## src/hw/sss_map.svh

```systemverilog
`ifndef SSS_MAP_SVH
`define SSS_MAP_SVH

// register byte addresses
`define SSS_ADDR_INSTR    12'h000
`define SSS_ADDR_WORK     12'h004
`define SSS_ADDR_STATUS   12'h008
`define SSS_ADDR_WATCHDOG 12'h00c
`define SSS_ADDR_CTRL     12'h010
`define SSS_ADDR_FSEL     12'h014
`define SSS_ADDR_FDATA    12'h018

// opcode patterns and masks
`define SSS_OP_HALT       12'h003
`define SSS_MASK_HALT     12'hfff
`define SSS_OP_SUB        12'h080
`define SSS_OP_SWAP       12'h380
`define SSS_MASK_FD       12'hfc0
`define SSS_INSTR_D_BIT   5
`define SSS_INSTR_F_MSB   4

// status field positions
`define SSS_ST_CARRY      0
`define SSS_ST_DIGIT      1
`define SSS_ST_ZERO       2
`define SSS_ST_POWERDOWN  3
`define SSS_ST_TIMEOUT    4
`define SSS_ST_PORT_WAKE  7

// control field positions
`define SSS_CTRL_HALTED   0

// watchdog read layout
`define SSS_WD_CNT_LSB    0
`define SSS_WD_PRE_LSB    8

// reset values
`define SSS_RST_STATUS    8'h18
`define SSS_RST_BYTE      8'h00
`define SSS_RST_INSTR     12'h000
`define SSS_RST_WORD      32'h0000_0000
`define SSS_RST_FSEL      5'h00

// watchdog prescaler terminal count
`define SSS_WD_PRE_MAX    8'hff

`endif

```

## src/hw/sss_pkg.sv

```systemverilog
package sss_pkg;

  // core run state, one-hot
  typedef enum logic [1:0] {
    SSS_ST_RUN  = 2'b01,
    SSS_ST_HALT = 2'b10
  } sss_state_type;

  // operation presented to the arithmetic unit
  typedef enum logic [1:0] {
    SSS_OP_NONE = 2'h0,
    SSS_OP_SUB  = 2'h1,
    SSS_OP_SWAP = 2'h2
  } sss_op_type;

  // complete state of the execution block
  typedef struct packed {
    sss_state_type   state;
    logic [11:0]     instr;
    logic [7:0]      work;
    logic [31:0][7:0] file;
    logic [7:0]      status;
    logic [7:0]      wd_cnt;
    logic [7:0]      wd_pre;
    logic [4:0]      fsel;
    logic [31:0]     prdata;
  } sss_regs_type;

endpackage : sss_pkg

```

## src/hw/sss_exec.sv

```systemverilog
// The address map and the APB interface to the registers were chosen for this implementation.
`timescale 1ns/100ps
`include "sss_map.svh"

module sss_exec (
  // clock and reset
  input  wire logic        pclk,
  input  wire logic        presetn,
  // apb slave
  input  wire logic        psel,
  input  wire logic        penable,
  input  wire logic        pwrite,
  input  wire logic [11:0] paddr,
  input  wire logic [31:0] pwdata,
  output logic [31:0]      prdata,
  output logic             pready,
  output logic             pslverr,
  // core status
  output logic             halted,
  output logic             osc_run
);
  import sss_pkg::*;

  sss_regs_type r_q;
  sss_regs_type r_d;

  sss_op_type  alu_op;
  logic [7:0]  alu_file;
  logic [7:0]  alu_result;
  logic        alu_carry;
  logic        alu_digit;
  logic        alu_zero;

  logic        setup_ph;
  logic        access_ph;
  logic        wr_acc;
  logic        addr_ok;
  logic        instr_refused;
  logic [11:0] new_instr;
  logic        is_halt;
  logic        is_sub;
  logic        is_swap;
  logic [4:0]  f_addr;
  logic        d_bit;

  // opcode match under a mask
  function automatic logic op_match(input logic [11:0] ins,
                                    input logic [11:0] pat,
                                    input logic [11:0] msk);
    op_match = ((ins & msk) == pat);
  endfunction : op_match

  // address decode for the mapped words
  function automatic logic addr_mapped(input logic [11:0] a);
    case (a)
      `SSS_ADDR_INSTR,
      `SSS_ADDR_WORK,
      `SSS_ADDR_STATUS,
      `SSS_ADDR_WATCHDOG,
      `SSS_ADDR_CTRL,
      `SSS_ADDR_FSEL,
      `SSS_ADDR_FDATA: addr_mapped = 1'b1;
      default:         addr_mapped = 1'b0;
    endcase
  endfunction : addr_mapped

  // apb phase decode
  assign setup_ph  = psel & ~penable;
  assign access_ph = psel & penable;
  assign wr_acc    = access_ph & pwrite;
  assign addr_ok   = addr_mapped(paddr);

  // instruction fields from the written word
  assign new_instr = pwdata[11:0];
  assign f_addr    = new_instr[`SSS_INSTR_F_MSB:0];
  assign d_bit     = new_instr[`SSS_INSTR_D_BIT];
  assign is_halt   = op_match(new_instr, `SSS_OP_HALT, `SSS_MASK_HALT);
  assign is_sub    = op_match(new_instr, `SSS_OP_SUB, `SSS_MASK_FD);
  assign is_swap   = op_match(new_instr, `SSS_OP_SWAP, `SSS_MASK_FD);

  // instructions are refused while the oscillator is stopped
  assign instr_refused = (r_q.state == SSS_ST_HALT) && (paddr == `SSS_ADDR_INSTR);

  // zero-wait slave, error on unmapped or refused instruction write
  assign pready  = 1'b1;
  assign pslverr = access_ph & (~addr_ok | (pwrite & instr_refused));
  assign prdata  = r_q.prdata;

  // core status pins
  assign halted  = (r_q.state == SSS_ST_HALT);
  assign osc_run = (r_q.state == SSS_ST_RUN);

  // operand fetch and operation select for the arithmetic unit
  always_comb begin
    alu_file = r_q.file[f_addr];
    if (is_sub) begin
      alu_op = SSS_OP_SUB;
    end else if (is_swap) begin
      alu_op = SSS_OP_SWAP;
    end else begin
      alu_op = SSS_OP_NONE;
    end
  end

  sss_alu u_alu (
    .op       (alu_op),
    .file_val (alu_file),
    .work_val (r_q.work),
    .result   (alu_result),
    .carry    (alu_carry),
    .digit    (alu_digit),
    .zero     (alu_zero)
  );

  // next state of the whole block
  always_comb begin
    r_d = r_q;

    // watchdog counter advances only while the oscillator runs
    if (r_q.state == SSS_ST_RUN) begin
      if (r_q.wd_pre == `SSS_WD_PRE_MAX) begin
        r_d.wd_pre = `SSS_RST_BYTE;
        r_d.wd_cnt = r_q.wd_cnt + 8'h01;
      end else begin
        r_d.wd_pre = r_q.wd_pre + 8'h01;
      end
    end

    // read data captured in the setup phase
    if (setup_ph & ~pwrite) begin
      case (paddr)
        `SSS_ADDR_INSTR:    r_d.prdata = {20'h00000, r_q.instr};
        `SSS_ADDR_WORK:     r_d.prdata = {24'h000000, r_q.work};
        `SSS_ADDR_STATUS:   r_d.prdata = {24'h000000, r_q.status};
        `SSS_ADDR_WATCHDOG: r_d.prdata = {16'h0000, r_q.wd_pre, r_q.wd_cnt};
        `SSS_ADDR_CTRL:     r_d.prdata = {31'h00000000, halted};
        `SSS_ADDR_FSEL:     r_d.prdata = {27'h0000000, r_q.fsel};
        `SSS_ADDR_FDATA:    r_d.prdata = {24'h000000, r_q.file[r_q.fsel]};
        default:            r_d.prdata = `SSS_RST_WORD;
      endcase
    end

    // register writes take effect at the access edge
    if (wr_acc) begin
      case (paddr)
        `SSS_ADDR_WORK:   r_d.work   = pwdata[7:0];
        `SSS_ADDR_STATUS: r_d.status = pwdata[7:0];
        `SSS_ADDR_FSEL:   r_d.fsel   = pwdata[4:0];
        `SSS_ADDR_FDATA:  r_d.file[r_q.fsel] = pwdata[7:0];
        `SSS_ADDR_CTRL: begin
          if (pwdata[`SSS_CTRL_HALTED] && (r_q.state == SSS_ST_HALT)) begin
            r_d.state = SSS_ST_RUN;
          end
        end
        default: begin
          r_d.prdata = r_q.prdata;
        end
      endcase
    end

    // instruction execution, one cycle per instruction
    if (wr_acc && (paddr == `SSS_ADDR_INSTR)) begin
      case (r_q.state)
        SSS_ST_RUN: begin
          r_d.instr = new_instr;
          if (is_halt) begin
            r_d.status[`SSS_ST_TIMEOUT]   = 1'b1;
            r_d.status[`SSS_ST_POWERDOWN] = 1'b0;
            r_d.status[`SSS_ST_PORT_WAKE] = r_q.status[`SSS_ST_PORT_WAKE];
            r_d.wd_cnt = `SSS_RST_BYTE;
            r_d.wd_pre = `SSS_RST_BYTE;
            r_d.state  = SSS_ST_HALT;
          end else if (is_sub) begin
            r_d.status[`SSS_ST_CARRY] = alu_carry;
            r_d.status[`SSS_ST_DIGIT] = alu_digit;
            r_d.status[`SSS_ST_ZERO]  = alu_zero;
            if (d_bit) begin
              r_d.file[f_addr] = alu_result;
            end else begin
              r_d.work = alu_result;
            end
          end else if (is_swap) begin
            if (d_bit) begin
              r_d.file[f_addr] = alu_result;
            end else begin
              r_d.work = alu_result;
            end
          end
        end
        SSS_ST_HALT: begin
          r_d.instr = r_q.instr;
        end
        default: begin
          r_d.state = SSS_ST_RUN;
        end
      endcase
    end
  end

  // state register
  always_ff @(posedge pclk or negedge presetn) begin
    if (!presetn) begin
      r_q.state  <= SSS_ST_RUN;
      r_q.instr  <= `SSS_RST_INSTR;
      r_q.work   <= `SSS_RST_BYTE;
      r_q.file   <= '0;
      r_q.status <= `SSS_RST_STATUS;
      r_q.wd_cnt <= `SSS_RST_BYTE;
      r_q.wd_pre <= `SSS_RST_BYTE;
      r_q.fsel   <= `SSS_RST_FSEL;
      r_q.prdata <= `SSS_RST_WORD;
    end else begin
      r_q <= r_d;
    end
  end

endmodule : sss_exec

```

## src/hw/sss_alu.sv

```systemverilog
`timescale 1ns/100ps
`include "sss_map.svh"

module sss_alu (
  // operation select
  input  wire sss_pkg::sss_op_type op,
  // operands
  input  wire logic [7:0]          file_val,
  input  wire logic [7:0]          work_val,
  // result and flags
  output logic [7:0]               result,
  output logic                     carry,
  output logic                     digit,
  output logic                     zero
);
  import sss_pkg::*;

  logic [8:0] sum_full;
  logic [4:0] sum_low;

  // subtraction as file plus inverted working plus one
  assign sum_full = {1'b0, file_val} + {1'b0, ~work_val} + 9'h001;
  assign sum_low  = {1'b0, file_val[3:0]} + {1'b0, ~work_val[3:0]} + 5'h01;

  // result and flag selection
  always_comb begin
    result = file_val;
    carry  = 1'b0;
    digit  = 1'b0;
    zero   = 1'b0;
    case (op)
      SSS_OP_SUB: begin
        result = sum_full[7:0];
        carry  = sum_full[8];
        digit  = sum_low[4];
        zero   = (sum_full[7:0] == 8'h00);
      end
      SSS_OP_SWAP: begin
        result = {file_val[3:0], file_val[7:4]};
      end
      default: begin
        result = file_val;
      end
    endcase
  end

endmodule : sss_alu

```

## config.mk

```make
export PLATFORM = sky130hd
export DESIGN_NAME = sss_exec
export DESIGN_NICKNAME = d
export VERILOG_FILES = /design/src/hw/sss_pkg.sv /design/src/hw/sss_exec.sv /design/src/hw/sss_alu.sv
export VERILOG_INCLUDE_DIRS = /design/src /design/src/hw
export SDC_FILE = /design/constraint.sdc
export NUM_CORES = 1
export LEC_CHECK = 0
export BUFFER_PORTS_ARGS = -buffer_cell sky130_fd_sc_hd__buf_2
export CORE_UTILIZATION = 41
export CTS_CLUSTER_DIAMETER = 60
export DETAILED_ROUTE_END_ITERATION = 8
export PLACE_DENSITY = 0.63
export SYNTH_ARGS = -nofsm -noshare
export SYNTH_HDL_FRONTEND = slang
export SYNTH_HIERARCHICAL = 1
export SYNTH_SLANG_ARGS = --single-unit
```

## constraint.sdc

```tcl
create_clock -name pclk -period 5.6 [get_ports pclk]
set_clock_uncertainty 0.1 [all_clocks]
set_input_delay 0.56 -clock pclk [delete_from_list [all_inputs] [get_ports pclk]]
set_output_delay 0.56 -clock pclk [all_outputs]
set_load 0.005 [all_outputs]
```

# Word-level counts from Yosys, hierarchy flattened
# Cells that the tools add are included.
# Widths: inputs -> output; s select.
[word_totals]
regBits = 339
latchBits = 0
ram_bits = 0
mem_bits_ro = 0
in_bits = 49
out_inout_bits = 36
n_memories = 0
[op_classes]
addsub = 6
n_mul = 0
div = 0
order_cmp = 4
eq_ne = 16
shift = 0
mux = 48
bitwise = 12
reduce_logical = 12
[ops]
columns = ["op", "count"]
rows = [
  ["$mux 264", 3],
  ["$bwmux 256", 2],
  ["$mux 256", 2],
  ["$mux 279", 1],
  ["$mux 272", 1],
  ["$mux 265", 1],
  ["$pmux 16 s7", 1],
  ["$mux 32", 3],
  ["$bmux 8 s5", 2],
  ["$demux 8 s5", 2],
  ["$mux 8", 9],
  ["$mux 21", 2],
  ["$eq 12x5->1 const B", 3],
  ["$mux 16", 2],
  ["$eq 12x4->1 const B", 2],
  ["$add 8x1->8 const B", 2],
  ["$pmux 8 s2", 1],
  ["$mux 2", 7],
  ["$eq 12x2->1 const B", 1],
  ["$eq 12x3->1 const B", 1],
  ["$logic_not 12->1", 1],
  ["$lt 5x6->1 const B", 2],
  ["$mux 12", 1],
  ["$ge 5x1->1 const B", 2],
  ["24 further kinds", 44],
]

# Logic depth before layout (Yosys ltp)
# Gate-level depths: netlist of the first run.
[depth]
ltp_word = 14
ltp_mapped = 19
ltp_nobuf = 15

# By module
# Netlist of the first run, hierarchy kept.
[by_module_without_submodules]
columns = ["mod", "n_inst", "cells_per_inst", "area_each_um2"]
rows = [
  ["sss_exec", 1, 1934, 20280.7],
  ["sss_alu", 1, 92, 625.6],
]

# Worst setup path before layout of the first run
# No wires, ideal clock.
[synth_timing]
kind = "input to register"
start = "in pwdata[0]"
end = "reg r_q[315] (netlist bit)"
arrival_time_ns = 4.499
path_slack_ns = 0.923
path_stages = 19
path_buffers = 5
cell_sequence = "clkbuf_1 buf_2 buf_1 mux4_2 a22oi_1 nand4_1 inv_1 ha_1 inv_1 fa_1 and3_1 o21ai_1 a21oi_1 or3_1 nand2_1 buf_1 clkbuf_1 nor2_1 a21oi_1"
[synth_rtl]
columns = ["item", "line_no", "text"]
rows = [
  ["start, declared", "sss_exec.sv:14", "input wire logic [31:0] pwdata,"],
  ["end signal, assigned", "sss_exec.sv:213", "r_q <= r_d;"],
  ["end, declared", "sss_exec.sv:24", "sss_regs_type r_q;"],
]

==> metrics.yaml, run 1 <==
status: "complete, but fails checks"
violations: "hold timing"
holdBufCountCts: 0
fp.dieH_um: 228
grt_antenna_before_repair: 2
io_pins: 85
grt_pass1_vias: 15700
drtPass1Iterations: 6
postCtsSetupBuffers: 0
syn_inst: 2026
p_sw_share_pct: 24.3
coreArea_um2: 50300
area_growth_pct: 9.61
rsz0062_at_grt: "no"
cts_inserted_buffers: 40
p_leak_nw: 9.81
critPathLaunch: "pwdata[2]"
max_stage_delay_ns: 1.11
clk_path_buf_depth: 3
cts_root_buf: "clkbuf_16"
die-area_um2: 51900
place_inst: 2584
grt_pass1_wl_um: 100000
synth_flop_cell: "dfrtp_1"
combPwrFrac_pct: 4.7
wirelength_um: 65700
setup_slack_ns: 1.13
clock_latency_ns: 0.58
drcViolationCount: 0
fmax_mhz: 224
fin_nets: 2019
hold_slack_ns: -0.00684
p_clk_share_pct: 50.0
fillCellCount: 4768
min_period_ns: 4.47
h-tree-depth: 2
post_cts_resized: 0
slew_violations: 0
cts.sinks: 323
gp_congestion: 0.961
intPower_mw: 3.91
power_mw: 5.16
worst_slew_pin_slew_ns: 1.31
rows: 82
post-place-ws_ns: 0.722
grt_use_total_pct: 25.2
period_share_pct: 79.8
slowest_stage: "nor3b_1"
critical_path.cell_chain: "buf_2 -> nor3b_1 -> a22oi_1 -> nand4_1 -> ha_1 -> a21o_1 -> a22o_1 -> a211oi_1 -> nand3_1 -> o21ai_2 -> buf_12 -> nor2_1 -> a21oi_1"
maxSlewHeadroom_pct: 12.5
async_flop_share_pct: 100
critPathKind: "input pin to register"
pwr-share-seq_pct: 45.2
initial_utilization_pct: 41.6
power_density_nw_per_um2: 225
cts_tree: "built"
arrival_ns: 4.83
via_per_inst: 6.14
drive_above_1_share_pct: 18.9
hold_class: "input pin to async pin"
vias: 16300
endpoint_kind: "register"
hold_violations: 2
dp_hpwl_um: 43000
path_clk_slew_ns: 0.06
synth-edff-count: 0
crit_fanout: 33
cp-start-kind: "input pin"
yosys_warnings: 6
utilization_pct: 45.6
switching_power_mw: 1.25
grt_max_degree: 122
syn-cell-area_um2: 20900
overflow: 0
synth-seq-cells: 323
r2r-start: "r_q[277]"
tns_ns: 0
cap_viol_max_count: 0
avgSynthCellArea_um2: 10.3
setup_viol: 0
ys_seq_area_share_pct: 38.7
yosys.cell_types.count: 68
die_w_um: 228
ant_nets: 0
drt-initial-drc-count: 1844
post_drt_wl_per_cell_um: 24.7
ir_drop_v: 0.000233
io_buffers: 47
worstPathRequired_ns: 5.96
fin_cells: 2656
cell type report:
type                    count  area [µm²]  share of cell area (%)
inverters                  19        71.3                   0.311
well taps                 672         841                    3.67
diodes                      1        2.50                  0.0109
clock inverters            11         105                   0.459
clock buffers              60        1190                    5.19
multi-input cells        1473       11900                    51.9
repair buffers             97         729                    3.18
flip-flops and latches    323        8090                    35.3
cell families after synthesis:
| family | Yosys count | synth area share (%) |
|---|---|---|
| and+or+nand+nor | 577 | 14.4 |
| muxes | 453 | 29.2 |
| AOI/OAI and AO/OA | 393 | 10.8 |
| buffers and inverters | 245 | 5.15 |
| DFF | 323 | 38.7 |
| other | 2 | 0.0359 |
| xor gates and xnor gates | 17 | 0.712 |
| adders and majority gates | 16 | 0.993 |
metal layers:
layer | routed length, µm | GRT usage (%) | up-vias
li1 | - | - | 7289
met1 | 28200 | 35.6 | 8156
met2 | 29900 | 38.2 | 721
met3 | 5210 | 4.55 | 127
met4 | 2400 | 9.97 | 4
met5 | 20 | 0 | -
synth_stat cells, types with 5 or more instances:
library cell | n | area (µm²)
nor4b_1 | 8 | 70.1
mux2i_1 | 289 | 2890
clkbuf_1 | 132 | 495
nor4_4 | 17 | 362
buf_4 | 34 | 255
and3_1 | 11 | 68.8
mux2_2 | 40 | 450
and3b_1 | 6 | 52.6
xor2_1 | 8 | 70.1
dfrtp_1 | 320 | 8010
nand2b_1 | 7 | 43.8
nand4_1 | 55 | 344
nand2_1 | 60 | 225
mux4_2 | 122 | 2750
a22oi_1 | 72 | 541
inv_1 | 18 | 67.6
xnor2_1 | 9 | 78.8
buf_1 | 41 | 154
nor3b_1 | 14 | 105
o211ai_1 | 5 | 37.5
buf_2 | 18 | 90.1
or3_1 | 5 | 31.3
o22ai_1 | 11 | 68.8
o21ai_0 | 15 | 75.1
nand3_1 | 24 | 120
a21oi_1 | 263 | 1320
nor2_1 | 322 | 1210
nor3_1 | 10 | 50.1
ha_1 | 15 | 188
cell usage in the layout, fill, tap and decap left out, drive strengths merged, types with 7 or more instances in the layout:
master and n:
a21oi 263, a22oi 72, and3 12, buf 97, clkbuf 60, clkinv 7, conb 17, dfrtp 320
ha 15, inv 21, mux2 42, mux2i 289, mux4 122, nand2 61, nand2b 7, nand3 25
nand4 56, nor2 323, nor3 14, nor3b 17, nor4 21, nor4b 8, o21ai 18, o22ai 11
xnor2 9, xor2 8
worst max-delay path: cells and delay by family:
| kind | cells | cell delay, ns |
|---|---|---|
| simple gates | 4 | 1.73 |
| compound gates | 6 | 1.40 |
| buf+inv | 2 | 0.75 |
| fa+ha+maj | 1 | 0.34 |
stage by stage:
stage | hold WS [ns] | area, µm²
4_1_cts | 0.0475 | 22900
3_5_place_dp | 0.357 | 21600
3_3_place_gp | 0.351 | 21600
5_1_grt | 0.0670 | 22900
6_report | -0.00684 | 22900
2_1_floorplan | 0.164 | 21000
registers in the layout (all words and copies together) (netlist names):
| name | count |
|---|---|
| r_q | 307 |
| prdata | 16 |
power by group through the flow:
| stage | clock, mW | combinational [mW] | sequential, mW |
|---|---|---|---|
| after floorplan | 0 | 0.127 | 2.38 |
| after global placement | 0 | 0.240 | 2.38 |
| after detailed placement | 0 | 0.243 | 2.38 |
| after CTS | 2.63 | 0.244 | 2.34 |
| after global routing | 2.72 | 0.262 | 2.33 |
| final | 2.58 | 0.244 | 2.34 |
worst paths after layout:
| path | to | cells after the start | slack (ns) |
|---|---|---|---|
| max | r_q[252] | 13 | 1.13 |
| min | r_q[41] | 1 | -0.007 |
| max reg2reg | r_q[321] | 14 | 1.53 |
| min reg2reg | prdata[12] | 2 | 0.37 |
| max in group asynchronous | r_q[292] | 2 | 4.18 |
| min in group pclk | r_q[336] | 2 | 0.15 |
Power figures use the tool's default switching activity.
==> run 2: changes to the inputs <==
--- a/config.mk
+++ b/config.mk
@@ -10,7 +10,7 @@
 export CORE_UTILIZATION = 41
 export CTS_CLUSTER_DIAMETER = 60
 export DETAILED_ROUTE_END_ITERATION = 8
-export PLACE_DENSITY = 0.63
+export PLACE_DENSITY = 0.65
 export SYNTH_ARGS = -nofsm -noshare
 export SYNTH_HDL_FRONTEND = slang
 export SYNTH_HIERARCHICAL = 1
==> constraint.sdc (replaced) <==
create_clock -name pclk -period 3.8 [get_ports pclk]
set_clock_uncertainty 0.1 [all_clocks]
set_input_delay 0.38 -clock pclk [delete_from_list [all_inputs] [get_ports pclk]]
set_output_delay 0.38 -clock pclk [all_outputs]
set_load 0.005 [all_outputs]
==> run 2 against run 1 <==
Effect of this change:
- the flow now finishes without violations
- routed wire length up 4.8%
- first-iteration DRC count up 6.0%
- critical path depth up 1
- cell area up 6.3%
- critical path type is now register to register
- largest cell class unchanged
- highest routed layer unchanged
==> metrics.yaml, run 2 (same netlist as run 1, synthesis figures left out) <==
status: "finished clean"
io_buffers: 47  # unchanged
ir_drop_v: 0.000270  # +16%
ant_nets: 0  # unchanged
arrival_ns: 4.07  # -0.76 ns
cts.sinks: 323  # unchanged
path_depth: 14  # +1
power_mw: 8.02  # +55%
drive_above_1_share_pct: 24.9  # +6.0 points
diodes: 0  # -1
power_density_nw_per_um2: 330  # +46%
maxSlewHeadroom_pct: 16.0  # +3.5 points
endpoint_kind: "register"
drtPass1Iterations: 7  # +1
reg_top3: "r_q x307, prdata x16"
crit_family: "compound AO/OA/AOI/OAI gates"
hold_class: "input pin to register"
grt_pass1_wl_um: 105000  # +4.8%
reg2reg_slack_ns: 0.11  # -1.42 ns
cp-start-kind: "register"
path_clk_slew_ns: 0.06  # about the same
dp_hpwl_um: 47400  # +10%
cts_tree: "built"
clock_latency_ns: 0.59  # about the same
vias: 17200  # +5.7%
period_share_pct: 97.2
crit_top_cell: "buf_12"
grt_pass1_vias: 16800  # +6.7%
critical_path.cell_chain: "mux4_2 -> a22oi_2 -> nand4_1 -> buf_4 -> ha_2 -> a21o_1 -> a22o_1 -> a211oi_1 -> nand3_1 -> o21ai_2 -> buf_12 -> buf_12 -> nor2_1 -> a21oi_1"
overflow: 0  # unchanged
gp_congestion: 0.974  # +1.3%
layout_commonest_cell: "nor2_1"
area_growth_pct: 16.5
grt_use_total_pct: 26.1  # +0.92 points
drt-initial-drc-count: 1955  # +6.0%
hold_violations: 0  # -2
max_stage_delay_ns: 0.54  # -0.57 ns
setup_viol: 0  # unchanged
slew_violations: 0  # unchanged
critPathKind: "register to register"
coreArea_um2: 50300  # unchanged
wirelength_um: 68800  # +4.8%
fp.dieH_um: 228  # unchanged
die_w_um: 228  # unchanged
die-area_um2: 51900  # unchanged
grt_max_degree: 109  # -11%
clk_path_buf_depth: 3  # unchanged
cts_inserted_buffers: 40  # unchanged
initial_utilization_pct: 41.6  # unchanged
worst_slew_pin_slew_ns: 1.26  # -0.0529 ns
post_drt_wl_per_cell_um: 24.7  # -0.24%
grt_antenna_before_repair: 1  # -1
drcViolationCount: 0  # unchanged
regMostFlops: "r_q"
crit_fanout: 11  # -67%
rows: 82  # unchanged
cap_viol_max_count: 0  # unchanged
via_per_inst: 6.18  # +0.67%
final_design_area_no_fill_um2: 24300  # +6.3%
rsz0062_at_grt: "no"
reg2regPathDepth: 14  # unchanged
largest_reg_flops: 307  # unchanged
io_pins: 85  # unchanged
hold_depth: 2
fmax_mhz: 271
h-tree-depth: 2  # unchanged
cts_root_buf: "clkbuf_16"
slowest_stage: "mux4_2"
p_leak_nw: 10.6  # +8.0%
fin_nets: 2152  # +6.6%
cp_num_buf_inv: 3  # +1
layout_common_cells: "322 x nor2_1, 318 x dfrtp_1, 289 x mux2i_1"
min_period_ns: 3.69
dpl_cell_area_um2: 22800  # +5.3%
worstPathRequired_ns: 4.17  # -1.79 ns
==> run 2: changes by cell type in the layout (fill, tap and decap cells not counted), moves of 5 or more <==
cell / previous run / this run
a22oi_1: 72 / 63
a22oi_2: 0 / 9
buf_12: 8 / 23
buf_4: 43 / 156
bufinv_16: 1 / 6
clkbuf_1: 11 / 6
==> run 2: worst paths after layout <==
check / startpoint / end
setup / recovery: r_q[283] / r_q[68]
hold / removal: pwdata[9] / r_q[334]
setup reg to reg: r_q[283] / r_q[68]
hold reg to reg: prdata[13] / prdata[13]
max in group asynchronous: presetn / r_q[144]
min in group asynchronous: presetn / r_q[41]
==> run 2: per-stage QoR <==
step / utilization [%] / setup WS [ns] / hold WS [ns] / instances / setup TNS [ns]
2_1_floorplan: - / -0.0118 / -0.0156 / 2041 / -0.353
3_3_place_gp: 45.3 / -0.558 / 0.348 / 2712 / -86.31
3_5_place_dp: 45.3 / -0.608 / 0.356 / 2712 / -85.03
4_1_cts: 48.2 / 0.0235 / 0.00276 / 2787 / 0
5_1_grt: 48.4 / 0.0117 / 0.0298 / 2789 / 0
6_report: 48.4 / 0.107 / 0.0342 / 2789 / 0
==> run 2: cell type report <==
class	count	area [µm²]
inverter	19	71.3
tap	672	841
fill	4594	25900
multi-input combinational	1473	12000
clock buffer	55	1150
timing repair buffer	230	1950
clock inverter	17	282
sequential	323	8090
==> run 2: per-layer routing <==
| metal | track usage [%] | vias up | wire, µm |
|---|---|---|---|
| met2 | 41.2 | 884 | 32000 |
| met5 | 0 | - | 9 |
| met1 | 34.8 | 8612 | 27700 |
| met4 | 11.9 | 2 | 3080 |
| met3 | 5.01 | 186 | 5970 |
| li1 | - | 7543 | - |
==> run 2: worst register-to-register path, stage by stage, from the launching register on <==
cell	delay, ns
dfrtp_1	0.40
mux4_2	0.54
a22oi_2	0.36
nand4_1	0.16
buf_4	0.18
ha_2	0.31
a21o_1	0.19
a22o_1	0.22
a211oi_1	0.21
nand3_1	0.15
o21ai_2	0.21
buf_12	0.17
buf_12	0.15
nor2_1	0.05
a21oi_1	0.17
==> run 2: report_power, final <==
part | switching (mW) | internal (mW)
registers | 0.00166 | 3.44
logic | 0.286 | 0.134
clock network | 1.62 | 2.54
total | 1.91 | 6.12
==> run 2: repair_timing <==
| action | in CTS | in global routing |
|---|---|---|
| hold endpoints to repair | 104 | 0 |
| gates cloned | 0 | 1 |
| pin swaps | 0 | 7 |
| buffers inserted | 0 | 1 |
| hold buffers | 3 | 0 |
| endpoints found under the setup margin | 23 | 133 |
| resized for setup | 2 | 19 |
